`src/verilog/pci_ctl_pkg.sv`:
```
// Purpose: Shared constants and carrier types for the PCI-side control block
// Assumes: One PCI clock domain, asynchronous active-low reset
// Notes:   Error status and event bundles travel as packed structs
package pci_ctl_pkg;

  // ------------------------------------------------------------
  // Bus timing and command codes
  // ------------------------------------------------------------
  localparam int unsigned DEVSEL_WAIT_CYCLES = 5;
  localparam logic [2:0]  DEVSEL_WAIT_MAX    = 3'h5;
  localparam logic [2:0]  DEVSEL_WAIT_ZERO   = 3'h0;
  localparam int unsigned REQ_REL_MIN_CYCLES = 2;
  localparam int unsigned NUM_REQ            = 4;
  localparam logic [3:0]  CMD_CFG_READ       = 4'hA;
  localparam logic [3:0]  CMD_CFG_WRITE      = 4'hB;
  localparam logic [1:0]  CFG_TYPE0          = 2'h0;
  localparam logic [1:0]  REQ_CNT_ZERO       = 2'h0;
  localparam logic [1:0]  REQ_CNT_MIN        = 2'h2;

  // ------------------------------------------------------------
  // Carrier types
  // ------------------------------------------------------------
  typedef struct packed {
    logic addr_par;
    logic posted_data_par;
    logic posted_master_abort;
    logic posted_target_abort;
    logic posted_discard;
    logic delayed_write_discard;
    logic delayed_read_discard;
    logic delayed_timeout;
    logic express_aer;
  } sys_err_t;

  typedef struct packed {
    logic     data_par_err;
    logic     master_abort;
    logic     target_stop;
    logic     req_spacing_err;
    sys_err_t sys_err;
  } err_status_t;

  typedef enum logic [3:0] {
    M_IDLE = 4'h1,
    M_WAIT = 4'h2,
    M_DATA = 4'h4,
    M_END  = 4'h8
  } mst_state_t;

  typedef enum logic [2:0] {
    T_IDLE = 3'h1,
    T_ACT  = 3'h2,
    T_REL  = 3'h4
  } tgt_state_t;

  function automatic logic even_par_ok(input logic [31:0] ad, input logic [3:0] cbe,
                                       input logic par);
    even_par_ok = ~(^{ad, cbe, par});
  endfunction

endpackage

```
`src/verilog/pci_side_ctl.sv`:
```
// Purpose: PCI-side transaction control and error signalling of a bridge
// Assumes: All pins synchronous to clk; two-way pins split into in/out/oe
// Notes:   Datapath, arbiter grants and parity generation are elsewhere
//
// What this block does
// - Targets assert DEVSEL to accept; as master, abort without DEVSEL in 5 cycles.
// - Drive DEVSEL, STOP, PERR inactive for one cycle before releasing them.
// - Locked transactions going upstream are not supported nor passed as locked.
// - Claim Type 0 configuration access only while IDSEL is high in address phase.
// - Assert PERR on data parity error in data received from the PCI bus.
// - SERR is shared wired-low; pull it only when system-error reporting enabled.
// - SERR on address parity error or posted-write data parity error.
// - SERR on posted write master abort, target abort or discard.
// - SERR on delayed request discard or delayed transaction master timeout.
// - In transparent mode, SERR also for advanced error reports from Express port.
// - Initiator drives FRAME low for the access, releases it on final data phase.
// - Parity is even over AD, CBE and PAR; mismatches are reported errors.
`timescale 1ns/100ps
`default_nettype none
module pci_side_ctl
  import pci_ctl_pkg::*;
(
  // Clock and reset
  input  wire logic              clk,
  input  wire logic              rstn,
  // Bus control inputs
  input  wire logic              frame_n_in,
  input  wire logic              irdy_n_in,
  input  wire logic              trdy_n_in,
  input  wire logic              devsel_n_in,
  input  wire logic              stop_n_in,
  input  wire logic              lock_n_in,
  input  wire logic              idsel,
  input  wire logic [31:0]       ad_in,
  input  wire logic [3:0]        cbe_n_in,
  input  wire logic              par_in,
  input  wire logic              perr_n_in,
  input  wire logic [NUM_REQ-1:0] req_n,
  // Internal control from the bridge core
  input  wire logic              mst_start,
  input  wire logic              mst_last,
  input  wire logic              tgt_claim,
  input  wire logic              tgt_stop,
  input  wire logic              tgt_done,
  input  wire logic              rx_data_phase,
  input  wire logic              serr_enable,
  input  wire logic              parity_resp_en,
  input  wire logic              transparent_mode,
  input  wire sys_err_t          sys_err_evt,
  input  wire logic              status_clear,
  // Driven pins
  output logic                   frame_n_out,
  output logic                   frame_oe,
  output logic                   devsel_n_out,
  output logic                   devsel_oe,
  output logic                   stop_n_out,
  output logic                   stop_oe,
  output logic                   perr_n_out,
  output logic                   perr_oe,
  output logic                   serr_n_out,
  output logic                   serr_oe,
  // Status to the bridge core
  output logic                   cfg_claim,
  output logic                   mst_abort,
  output logic                   mst_terminated,
  output logic                   upstream_locked,
  output err_status_t            err_status
);

  // ------------------------------------------------------------
  // Master side: FRAME and DEVSEL timeout
  // ------------------------------------------------------------
  mst_state_t m_state_reg, m_state_next;
  logic [2:0] dev_cnt_reg, dev_cnt_next;
  logic       frame_n_reg, frame_n_next, frame_oe_reg, frame_oe_next;
  logic       abort_reg, abort_next, term_reg, term_next;

  always_comb begin
    m_state_next = m_state_reg;
    dev_cnt_next = dev_cnt_reg;
    frame_n_next = frame_n_reg;
    frame_oe_next = frame_oe_reg;
    abort_next   = 1'b0;
    term_next    = 1'b0;
    unique case (m_state_reg)
      M_IDLE: begin
        frame_oe_next = 1'b0;
        frame_n_next  = 1'b1;
        if (mst_start) begin
          frame_n_next  = 1'b0;
          frame_oe_next = 1'b1;
          dev_cnt_next  = DEVSEL_WAIT_ZERO;
          m_state_next  = M_WAIT;
        end
      end
      M_WAIT: begin
        dev_cnt_next = dev_cnt_reg + 3'h1;
        if (!devsel_n_in) begin
          m_state_next = M_DATA;
        end else if (dev_cnt_reg == DEVSEL_WAIT_MAX - 3'h1) begin
          abort_next   = 1'b1;
          frame_n_next = 1'b1;
          m_state_next = M_END;
        end
      end
      M_DATA: begin
        if (!stop_n_in) begin
          term_next    = 1'b1;
          frame_n_next = 1'b1;
          m_state_next = M_END;
        end else if (mst_last) begin
          frame_n_next = 1'b1;
          m_state_next = M_END;
        end
      end
      M_END: begin
        frame_n_next  = 1'b1;
        frame_oe_next = 1'b0;
        m_state_next  = M_IDLE;
      end
    endcase
  end

  always_ff @(posedge clk or negedge rstn) begin
    if (!rstn) begin
      m_state_reg  <= M_IDLE;
      dev_cnt_reg  <= DEVSEL_WAIT_ZERO;
      frame_n_reg  <= 1'b1;
      frame_oe_reg <= 1'b0;
      abort_reg    <= 1'b0;
      term_reg     <= 1'b0;
    end else begin
      m_state_reg  <= m_state_next;
      dev_cnt_reg  <= dev_cnt_next;
      frame_n_reg  <= frame_n_next;
      frame_oe_reg <= frame_oe_next;
      abort_reg    <= abort_next;
      term_reg     <= term_next;
    end
  end

  // ------------------------------------------------------------
  // Target side: DEVSEL and STOP with release cycle
  // ------------------------------------------------------------
  tgt_state_t t_state_reg, t_state_next;
  logic devsel_n_reg, devsel_n_next, devsel_oe_reg, devsel_oe_next;
  logic stop_n_reg, stop_n_next, stop_oe_reg, stop_oe_next;
  logic cfg_claim_reg, cfg_claim_next, lock_reg, lock_next;
  logic frame_d_reg;
  logic addr_phase;

  assign addr_phase = frame_d_reg & ~frame_n_in;

  always_comb begin
    t_state_next   = t_state_reg;
    devsel_n_next  = 1'b1;
    devsel_oe_next = 1'b0;
    stop_n_next    = 1'b1;
    stop_oe_next   = 1'b0;
    cfg_claim_next = 1'b0;
    lock_next      = 1'b0;
    unique case (t_state_reg)
      T_IDLE: begin
        if (addr_phase) begin
          cfg_claim_next = idsel && (ad_in[1:0] == CFG_TYPE0) &&
                           ((~cbe_n_in == CMD_CFG_READ) || (~cbe_n_in == CMD_CFG_WRITE));
          if (cfg_claim_next || tgt_claim) begin
            devsel_n_next  = 1'b0;
            devsel_oe_next = 1'b1;
            stop_oe_next   = 1'b1;
            t_state_next   = T_ACT;
          end
        end
      end
      T_ACT: begin
        devsel_n_next  = 1'b0;
        devsel_oe_next = 1'b1;
        stop_oe_next   = 1'b1;
        stop_n_next    = ~tgt_stop;
        lock_next      = 1'b0;
        if (tgt_done) begin
          devsel_n_next = 1'b1;
          stop_n_next   = 1'b1;
          t_state_next  = T_REL;
        end
      end
      T_REL: begin
        t_state_next = T_IDLE;
      end
    endcase
  end

  always_ff @(posedge clk or negedge rstn) begin
    if (!rstn) begin
      t_state_reg   <= T_IDLE;
      devsel_n_reg  <= 1'b1;
      devsel_oe_reg <= 1'b0;
      stop_n_reg    <= 1'b1;
      stop_oe_reg   <= 1'b0;
      cfg_claim_reg <= 1'b0;
      lock_reg      <= 1'b0;
      frame_d_reg   <= 1'b1;
    end else begin
      t_state_reg   <= t_state_next;
      devsel_n_reg  <= devsel_n_next;
      devsel_oe_reg <= devsel_oe_next;
      stop_n_reg    <= stop_n_next;
      stop_oe_reg   <= stop_oe_next;
      cfg_claim_reg <= cfg_claim_next;
      lock_reg      <= lock_next;
      frame_d_reg   <= frame_n_in;
    end
  end

  // ------------------------------------------------------------
  // Parity checking, PERR and SERR
  // ------------------------------------------------------------
  logic perr_n_reg, perr_n_next, perr_oe_reg, perr_oe_next;
  logic serr_n_reg, serr_n_next, serr_oe_reg, serr_oe_next;
  logic addr_chk_reg, addr_chk_next, data_chk_reg, data_chk_next;
  logic [31:0] ad_d_reg;
  logic [3:0]  cbe_d_reg;
  logic        data_bad, addr_bad, sys_any;
  sys_err_t    sys_now;

  always_comb begin
    addr_chk_next = addr_phase;
    data_chk_next = rx_data_phase & ~irdy_n_in & ~trdy_n_in;
    data_bad = data_chk_reg & ~even_par_ok(ad_d_reg, cbe_d_reg, par_in);
    addr_bad = addr_chk_reg & ~even_par_ok(ad_d_reg, cbe_d_reg, par_in);
    sys_now  = sys_err_evt;
    sys_now.addr_par = sys_err_evt.addr_par | addr_bad;
    sys_now.express_aer = sys_err_evt.express_aer & transparent_mode;
    sys_any = |sys_now;
    perr_n_next    = ~(data_bad & parity_resp_en);
    perr_oe_next   = ~perr_n_next | ~perr_n_reg;
    serr_n_next  = ~(sys_any & serr_enable);
    serr_oe_next = ~serr_n_next;
  end

  always_ff @(posedge clk or negedge rstn) begin
    if (!rstn) begin
      perr_n_reg    <= 1'b1;
      perr_oe_reg   <= 1'b0;
      serr_n_reg    <= 1'b1;
      serr_oe_reg   <= 1'b0;
      addr_chk_reg  <= 1'b0;
      data_chk_reg  <= 1'b0;
      ad_d_reg      <= 32'h0000_0000;
      cbe_d_reg     <= 4'hF;
    end else begin
      perr_n_reg    <= perr_n_next;
      perr_oe_reg   <= perr_oe_next;
      serr_n_reg    <= serr_n_next;
      serr_oe_reg   <= serr_oe_next;
      addr_chk_reg  <= addr_chk_next;
      data_chk_reg  <= data_chk_next;
      ad_d_reg      <= ad_in;
      cbe_d_reg     <= cbe_n_in;
    end
  end

  // ------------------------------------------------------------
  // Request spacing watch and sticky status
  // ------------------------------------------------------------
  logic [1:0]      rel_cnt_reg  [NUM_REQ];
  logic [1:0]      rel_cnt_next [NUM_REQ];
  logic [NUM_REQ-1:0] req_d_reg, spacing_bad;
  err_status_t     stat_reg, stat_next;

  genvar g;
  generate
    for (g = 0; g < NUM_REQ; g++) begin : g_req
      always_comb begin
        rel_cnt_next[g] = rel_cnt_reg[g];
        spacing_bad[g]  = 1'b0;
        if (req_n[g] && !req_d_reg[g]) begin
          rel_cnt_next[g] = 2'h1;
        end else if (req_n[g] && rel_cnt_reg[g] != REQ_CNT_MIN &&
                     rel_cnt_reg[g] != REQ_CNT_ZERO) begin
          rel_cnt_next[g] = rel_cnt_reg[g] + 2'h1;
        end else if (!req_n[g]) begin
          spacing_bad[g]  = req_d_reg[g] && (rel_cnt_reg[g] == 2'h1);
          rel_cnt_next[g] = REQ_CNT_ZERO;
        end
      end
      always_ff @(posedge clk or negedge rstn) begin
        if (!rstn) begin
          rel_cnt_reg[g] <= REQ_CNT_ZERO;
          req_d_reg[g]   <= 1'b1;
        end else begin
          rel_cnt_reg[g] <= rel_cnt_next[g];
          req_d_reg[g]   <= req_n[g];
        end
      end
    end
  endgenerate

  always_comb begin
    stat_next = status_clear ? '0 : stat_reg;
    stat_next.data_par_err    = stat_next.data_par_err | data_bad | ~perr_n_in;
    stat_next.master_abort    = stat_next.master_abort | abort_reg;
    stat_next.target_stop     = stat_next.target_stop | term_reg;
    stat_next.req_spacing_err = stat_next.req_spacing_err | (|spacing_bad);
    stat_next.sys_err         = stat_next.sys_err | sys_now;
  end

  always_ff @(posedge clk or negedge rstn) begin
    if (!rstn) begin
      stat_reg <= '0;
    end else begin
      stat_reg <= stat_next;
    end
  end

  // ------------------------------------------------------------
  // Outputs
  // ------------------------------------------------------------
  assign frame_n_out     = frame_n_reg;
  assign frame_oe        = frame_oe_reg;
  assign devsel_n_out    = devsel_n_reg;
  assign devsel_oe       = devsel_oe_reg;
  assign stop_n_out      = stop_n_reg;
  assign stop_oe         = stop_oe_reg;
  assign perr_n_out      = perr_n_reg;
  assign perr_oe         = perr_oe_reg;
  assign serr_n_out      = serr_n_reg;
  assign serr_oe         = serr_oe_reg;
  assign cfg_claim       = cfg_claim_reg;
  assign mst_abort       = abort_reg;
  assign mst_terminated  = term_reg;
  assign upstream_locked = lock_reg;
  assign err_status      = stat_reg;

endmodule
`default_nettype wire

```
`config.mk`:
```
export PLATFORM = sky130hd
export DESIGN_NAME = pci_side_ctl
export DESIGN_NICKNAME = d
export VERILOG_FILES = /design/src/verilog/pci_ctl_pkg.sv /design/src/verilog/pci_side_ctl.sv
export SDC_FILE = /design/constraint.sdc
export NUM_CORES = 1
export LEC_CHECK = 0
export BUFFER_PORTS_ARGS = -buffer_cell sky130_fd_sc_hd__buf_4
export CORE_ASPECT_RATIO = 2
export CORE_MARGIN = 2
export CORE_UTILIZATION = 45
export CTS_CLUSTER_DIAMETER = 100
export DETAILED_ROUTE_END_ITERATION = 6
export PLACE_DENSITY = 0.73
export SETUP_SLACK_MARGIN = 0.2
export SLEW_MARGIN = 15
export SYNTH_ARGS = -nofsm -noshare
export SYNTH_HDL_FRONTEND = slang
export SYNTH_SLANG_ARGS = --single-unit
```
`constraint.sdc`:
```
create_clock -name clk -period 2 [get_ports clk]
set_input_delay 0.5 -clock clk [delete_from_list [all_inputs] [get_ports clk]]
set_output_delay 0.5 -clock clk [all_outputs]
set_load 0.005 [all_outputs]
```
### Word-level counts from Yosys, hierarchy flattened

Index checks and enable logic that the tools add are counted.

* output and inout bits: 27
* register bits after elaboration: 86
* input bits: 70
* logic and storage cells: 200

* reductions and logical operators: 38
* mux-type cells: 61
* bitwise operators: 25
* add/subtract/negate cells: 5
* equal/unequal tests: 30

Operators with widths (count)
* $reduce_xor 37->1: 1
* $mux 1: 32
* $mux 2: 12
* $mux 4: 5
* $ne 2x2->1 const B: 10
* $logic_and 1x1->1: 18
* $pmux 4 s4: 1
* $mux 13: 1
* $eq 4x4->1 const B: 3
* $mux 3: 4
* $ne 3x1->1 const B: 4
* $reduce_bool 2->1: 6
* $or 9x9->9: 1
* $pmux 3 s3: 1
* $reduce_and 3->1: 3
* $reduce_or 9->1: 1
* $add 2x1->2 const B: 4
* $and 1x1->1: 8
* $eq 2x1->1 const B: 4
* $not 1->1: 8
* $or 1x1->1: 7
* $eq 3x3->1 const B: 2
* $ne 3x3->1 const B: 2
* $pmux 1 s2: 3
* 14 further kinds: 18

### Longest topological paths before layout

Gate-level depths: netlist of run 1.

* word-level depth: 8
* depth in mapped cells: 7
* mapped depth without buffers: 6

### Least setup slack after synthesis of run 1

OpenSTA, ideal clock, no wires.

* kind: register to register
* start: reg cbe_d_reg[1]
* end: reg stat_reg (netlist bit err_status[12])
* cell stages (with the launch flop): 7
* data arrival time: 1.808 ns
* setup slack: 0.066 ns
* buffers on the path: 0
* cells stage by stage: dfstp_2 -> xor2_1 -> xnor2_1 -> xnor2_1 -> xnor3_2 -> xnor2_1 -> a221o_1

RTL lines
* from (decl): RTL line pci_side_ctl.sv:222 `logic [3:0] cbe_d_reg;`
* from (signal assigned): RTL line pci_side_ctl.sv:259 `cbe_d_reg <= cbe_n_in;`
* to (signal assigned): RTL line pci_side_ctl.sv:312 `stat_reg <= stat_next;`
* to (decl): RTL line pci_side_ctl.sv:269 `err_status_t stat_reg, stat_next;`

==> flow_summary_export.csv, run 1 <==
group,metric,value,unit
outcome,outcome,"finished, violations left",
outcome,violations,"setup timing",
final_layout,area_growth_syn_to_layout,34.38,%
power_and_ir_drop,switching_share,0.2684,
critical_path,end_kind,"register",
grt,antenna_found_initial,0,
critical_path,crit_type,"register to register",
routing,drt_wl_total,7.077,mm
power_and_ir_drop,powerDensity,1144,nW/um2
synth,ys.warnings.count,0,
timing,tns,-0.07553,ns
synth,synth.avg_cell_area,12.24,um2
critical_path,worstReg2RegStart,"ad_d_reg[9]",
routing,routed_via_density,4.947,
power_and_ir_drop,p_sw,1.460,mW
run,cap_violations,0,
placement,port_buffers,94,
grt,grtUsageTotal,0.1793,
timing,finalHoldViolCount,0,
power_and_ir_drop,p_int,3.979,mW
power_and_ir_drop,pwr-share-seq,0.406,
final_layout,nets,476,
power_and_ir_drop,pwr-share-comb,0.240,
critical_path,crit_fanout,3,
final_layout,largest_reg_flops,32,
routing,drt_iter0_markers,77,
timing,post-route-period-util,1.025,
synth,synth-seq-cells,86,
timing,rsz0062_at_grt,"yes",
routing,wire_per_inst,14.41,um
critical_path,rr_worst_depth,6,
timing,drv_slew,0,
timing,fin_worst_skew,0.005467,ns
floorplan,fp.dieW,66.69,um
placement,dpl.hpwl,5.394,mm
routing,antenna_left,0,
clock_network,cts_buffer_depth,2,
critical_path,worst_ep_required_time,2.21,ns
synth,synth_top_area_cell,"dfrtp_1",
critical_path,r2r-end,"err_status[12]",
hold_path,hp-class,"input port to async pin",
clock_network,tritoncts,"yes",
power_and_ir_drop,pwr-share-clk,0.355,
floorplan,initial_core_util,0.4653,
critical_path,cp-start-kind,"register",
grt,grt_max_degree,40,
floorplan,rows,45,
synth,syn_inst,289,
grt,grt_overflow,0,
synth,syn_nets,373,
clock_network,cts-root-buf,"clkbuf_16",
clock_network,clkLatencyLatePin,0.33,ns
timing,fmax,487.6,MHz
grt,grt_pass1_wl,11.37,mm
power_and_ir_drop,vdd.ir_drop.worst,0.7856,mV
routing,drc,0,
critical_path,arrival,2.26,ns
synth,synth_area_leaders,"dfrtp_1, dfstp_2, xnor2_1",
timing,layout_setup_ws,-0.05092,ns
floorplan,core_area,7601,um2
final_layout,antenna_cells,0,
placement,gp_congestion,0.7658,
clock_network,clk_pin_slew,0.06,ns
timing,fin_crit,2.051,ns
final_layout,post-route-util,0.6254,
floorplan,io_pins,97,
routing,drtPass1Iterations,4,
synth,synth_top_area_frac,0.4952,
final_layout,post_route_cells_drive_above_1_share,0.3501,
clock_network,cts_hold_buf,0,
critical_path,reg2reg_slack,-0.05,ns
clock_network,htreeDepth,3,
grt,grt_pass1_vias,2554,
timing,setup_viol,2,
power_and_ir_drop,cellLeakagePower,2.286,nW
synth,synth_seq_area_share,0.6141,
synth,ys_types,41,
clock_network,numCtsBuffers,9,
synth,netlist_area,3537,um2
floorplan,die_y,129.4,um
routing,vias,2429,
clock_network,cts.sinks,86,
floorplan,die_area,8628,um2
[stage by stage]
| stage | setup WS [ns] | area, um2 | instances | hold WS [ns] | power (mW) |
|---|---|---|---|---|---|
| 2_1_floorplan | 0.1205 | 3552 | 289 | 0.2044 | 3.031 |
| 3_3_place_gp | 0.0009628 | 4388 | 475 | 0.4344 | 3.477 |
| 3_5_place_dp | -0.08438 | 4388 | 475 | 0.4430 | 3.530 |
| 4_1_cts | -0.08371 | 4753 | 491 | 0.1004 | 5.515 |
| 5_1_grt | -0.1409 | 4753 | 491 | 0.1184 | 5.744 |
| 6_report | -0.05092 | 4753 | 491 | 0.09609 | 5.439 |
[placed cells by master, fill, tap and decap left out, types with 2 or more instances in the layout]
| cell | instances |
|---|---|
| nand3_1 | 7 |
| buf_4 | 97 |
| nor4_1 | 3 |
| xnor2_2 | 2 |
| a21boi_0 | 3 |
| xnor3_1 | 3 |
| a22o_1 | 2 |
| bufinv_16 | 3 |
| nor2_1 | 19 |
| nor2b_1 | 4 |
| and3_1 | 2 |
| a21oi_1 | 11 |
| dfrtp_1 | 70 |
| nand3b_1 | 2 |
| nor3_1 | 4 |
| xnor2_1 | 27 |
| dfstp_2 | 16 |
| a21o_1 | 9 |
| xor2_1 | 5 |
| mux2i_1 | 2 |
| nand2b_1 | 5 |
| inv_1 | 21 |
| ha_1 | 14 |
| nand2_1 | 23 |
| o211ai_1 | 2 |
| clkbuf_16 | 9 |
| o21ai_0 | 10 |
[critical path: stages, from the launching register on]
cell and delay [ns]:
dfrtp_1 0.38, xor2_1 0.17, xnor2_1 0.24, xnor2_1 0.17, xnor3_2 0.50, xnor2_2 0.17
a221o_1 0.30
[power by group through the flow]
stage	Sequential (mW)	Combinational [mW]	Clock [mW]
after global routing	2.24	1.44	2.06
final	2.21	1.30	1.93
after detailed placement	2.24	1.29	0
after global placement	2.22	1.26	0
after floorplan	2.16	0.868	0
after CTS	2.21	1.32	1.98
[cells by family (layout without fill, tap and decap cells)]
family          Yosys count  in the layout  share of synthesized area
flops                    86             86                     0.6141
simple gates             74             74                    0.09975
compound gates           46             46                    0.08631
xor+xnor                 38             38                     0.1100
buf+inv                  27            135                    0.03077
fa+ha+maj                14             14                    0.04952
mux                       3              3                   0.008490
other cells               1              1                   0.001060
[worst max path at each step]
stage	from	end	slack [ns]	cells past startpoint
4_1_cts	cbe_d_reg[1]	err_status[12]	-0.08	6
3_3_place_gp	ad_d_reg[9]	serr_oe	0.001	6
3_5_place_dp	ad_d_reg[9]	serr_oe	-0.08	6
6_report	ad_d_reg[9]	err_status[12]	-0.05	6
2_1_floorplan	cbe_d_reg[3]	err_status[12]	0.12	6
5_1_grt	ad_d_reg[9]	err_status[12]	-0.14	6
[timing repair]
action                                  CTS  global route
endpoints found under the setup margin    6             6
pin swaps                                 8             2
gates resized for setup                   2             0
setup buffers                             0             0
cloned                                    0             0
[synthesized netlist by cell type, drive strengths merged]
library cell,n
a21o,9
conb,1
o211ai,2
nor4,3
nand2,23
inv,21
nor3,4
o31a,1
nand2b,5
nand3,7
nor4b,1
a21bo,1
o31ai,1
a31o,1
xor2,5
nor3b,1
or3b,1
a211oi,1
dfstp,16
and3,2
xnor3,4
a22o,2
nand3b,2
or2,2
nor2,19
clkbuf,4
a211o,1
xnor2,29
ha,14
buf,2
nor2b,4
o21ai,10
a21boi,3
o32a,1
a31oi,1
a21oi,11
mux2i,3
a221o,1
dfrtp,70
[layer usage]
metal / global-route usage / share of wire / vias up
met4: 0.09244 / 0.027 / 0
met1: 0.1838 / 0.33 / 1195
li1: - / - / 1156
met5: 0 / 0 / -
met2: 0.3194 / 0.58 / 64
met3: 0.05382 / 0.063 / 14
[cell type report]
cell class,count,area [um2]
Timing Repair Buffer,98,748.2
Clock buffer,10,239.0
Fill cell,605,2848
Multi-Input combinational cell,176,1280
Inverter,21,78.83
Sequential cell,86,2172
Clock inverter,6,117.6
Tap cell,94,117.6
No activity file was read; power rests on OpenSTA's default activity.
==> run 2: changes to the inputs <==
Settings changed: RECOVER_POWER set to 50.
Clock period 2 ns to 1.8 ns, I/O delays scaled along.
==> run 2 against run 1 <==
Against the previous run:
- the run still ends with setup timing left
- design area fell by 0.68%
- routed wire length rose by 4.1%
- total power grew 8.4%
- largest power group unchanged
- clock skew fell by 0.0020 ns
- non-clock buffer count up 2
- register-to-register slack got worse by 0.23 ns
- via count unchanged
- cell count is 0.41% higher
==> flow_summary_export.csv, run 2 (synthesis results as in run 1) <==
group,metric,value,unit
timing,fin_crit,2.076,ns
power_and_ir_drop,pwr-share-seq,0.416,
power_and_ir_drop,cellLeakagePower,2.253,nW
power_and_ir_drop,p_sw,1.625,mW
timing,drv_slew,0,
routing,vias,2429,
routing,routed_via_density,4.927,
grt,grt_max_degree,38,
run,cap_violations,0,
routing,drc,0,
floorplan,fp.dieW,66.69,um
floorplan,core_area,7601,um2
critical_path,crit_fanout,3,
grt,grt_overflow,0,
power_and_ir_drop,switching_share,0.2756,
final_layout,nets,478,
routing,antenna_left,0,
critical_path,arrival,2.29,ns
timing,fmax,481.6,MHz
clock_network,cts.sinks,86,
floorplan,rows,45,
clock_network,cts-root-buf,"clkbuf_16",
critical_path,reg2reg_slack,-0.28,ns
final_layout,layout_common_cells,"dfrtp_1, buf_4, clkbuf_4, xnor2_1, nand2_1",
clock_network,htreeDepth,3,
placement,placedCellCount,476,
placement,port_buffers,94,
final_layout,design_area,4721,um2
final_layout,fillerInstances,643,
routing,drt_iter0_markers,137,
final_layout,antenna_cells,0,
clock_network,clkLatencyLatePin,0.34,ns
grt,antenna_found_initial,0,
final_layout,final_common_cell,"dfrtp_1",
clock_network,numCtsBuffers,9,
clock_network,tritoncts,"yes",
timing,tns,-1.185,ns
timing,setup_viol,6,
routing,drt_wl_total,7.364,mm
clock_network,post_cts_buffers,0,
floorplan,io_pins,97,
clock_network,cts_buffer_depth,2,
timing,layout_setup_ws,-0.2763,ns
timing,finalHoldViolCount,0,
floorplan,die_y,129.4,um
critical_path,end_kind,"register",
final_layout,area_growth_syn_to_layout,33.46,%
critical_path,crit_type,"register to register",
power_and_ir_drop,pwr-share-comb,0.242,
routing,wire_per_inst,14.94,um
final_layout,post_route_cells_drive_above_1_share,0.3333,
grt,grt_pass1_wl,11.88,mm
clock_network,clk_pin_slew,0.06,ns
power_and_ir_drop,pwr-share-clk,0.341,
outcome,violations,"setup timing",
floorplan,die_area,8628,um2
power_and_ir_drop,vdd.ir_drop.worst,0.8203,mV
floorplan,initial_core_util,0.4653,
placement,dpl.hpwl,5.714,mm
critical_path,worst_ep_required_time,2.01,ns
final_layout,final_cells,493,
final_layout,largest_reg_flops,32,
routing,drtPass1Iterations,6,
placement,gp_congestion,0.8018,
power_and_ir_drop,powerDensity,1249,nW/um2
timing,slew_headroom,0.6520,
outcome,outcome,"finished, violations left",
timing,rsz0062_at_grt,"yes",
timing,post-route-period-util,1.153,
critical_path,cp-start-kind,"register",
timing,fin_worst_skew,0.003465,ns
grt,grtUsageTotal,0.1887,
placement,dpl_cell_area,4395,um2
timing,tightest_slew,0.5220,ns
grt,grt_pass1_vias,2613,
placement,place_ws,-0.2643,ns
hold_path,hp-class,"input port to register",
timing,whs,0.2238,ns
power_and_ir_drop,p_int,4.272,mW
==> run 2: cell count changes in the layout (fill, tap and decap cells not counted), moves of 2 or more <==
cell / previous run / this run
clkbuf_1: 0 / 9
xnor2_2: 2 / 4
xnor2_1: 27 / 25
buf_4: 97 / 53
clkbuf_4: 0 / 36
==> run 2: layer usage <==
| layer | up-vias | GRT usage | wire length (um) |
|---|---|---|---|
| li1 | 1157 | - | - |
| met1 | 1190 | 0.1785 | 2352 |
| met2 | 69 | 0.3541 | 4354 |
| met3 | 13 | 0.05990 | 492 |
| met4 | 0 | 0.08643 | 165 |
| met5 | - | 0 | 0 |
==> run 2: power by group through the flow <==
stage / clock [mW] / combinational [mW] / sequential [mW]
2_1_floorplan: 0 / 0.965 / 2.40
3_3_place_gp: 0 / 1.38 / 2.47
3_5_place_dp: 0 / 1.44 / 2.48
4_1_cts: 2.06 / 1.46 / 2.45
5_1_grt: 2.15 / 1.60 / 2.50
6_report: 2.01 / 1.43 / 2.45
==> run 2: repair_timing <==
action / in CTS / in global routing
gates resized for setup: 0 / 5
setup endpoints to repair: 6 / 10
hold endpoints to repair: 12 / 0
gates cloned: 0 / 0
hold buffers: 1 / 0
pin swaps: 3 / 7
==> run 2: through the flow <==
step	utilization	power, mW
global placement	0.5783	3.843
detailed placement	0.5783	3.920
floorplan	-	3.368
global route	0.6211	6.242
finish	0.6211	5.897
CTS	0.6235	5.962
==> run 2: worst max-delay path: stages (launching register included) <==
cell     delay, ns
dfstp_2       0.54
xor2_2        0.17
xnor2_2       0.14
xnor2_1       0.15
xnor3_2       0.49
xnor2_2       0.17
a221o_1       0.31
==> run 2: path summary, 6_finish.rpt <==
kind                           startpoint              to  cells past startpoint
setup / recovery             cbe_d_reg[2]  err_status[12]                      6
hold / removal                cbe_n_in[3]    cbe_d_reg[3]                      1
setup reg to reg             cbe_d_reg[2]  err_status[12]                      6
hold reg to reg            t_state_reg[1]  t_state_reg[0]                      1
max in group asynchronous            rstn    cbe_d_reg[3]                      3
min in group asynchronous            rstn  mst_terminated                      2
==> run 2: final cells by class <==
type | instances | area [um2] | area share
repair buffers | 100 | 716.9 | 0.1519
well taps | 94 | 117.6 | 0.02491
flip-flops and latches | 86 | 2173 | 0.4604
clock buffers | 11 | 252.7 | 0.05354
inverters | 21 | 78.83 | 0.01670
multi-input cells | 176 | 1300 | 0.2754
clock inverters | 5 | 81.33 | 0.01723
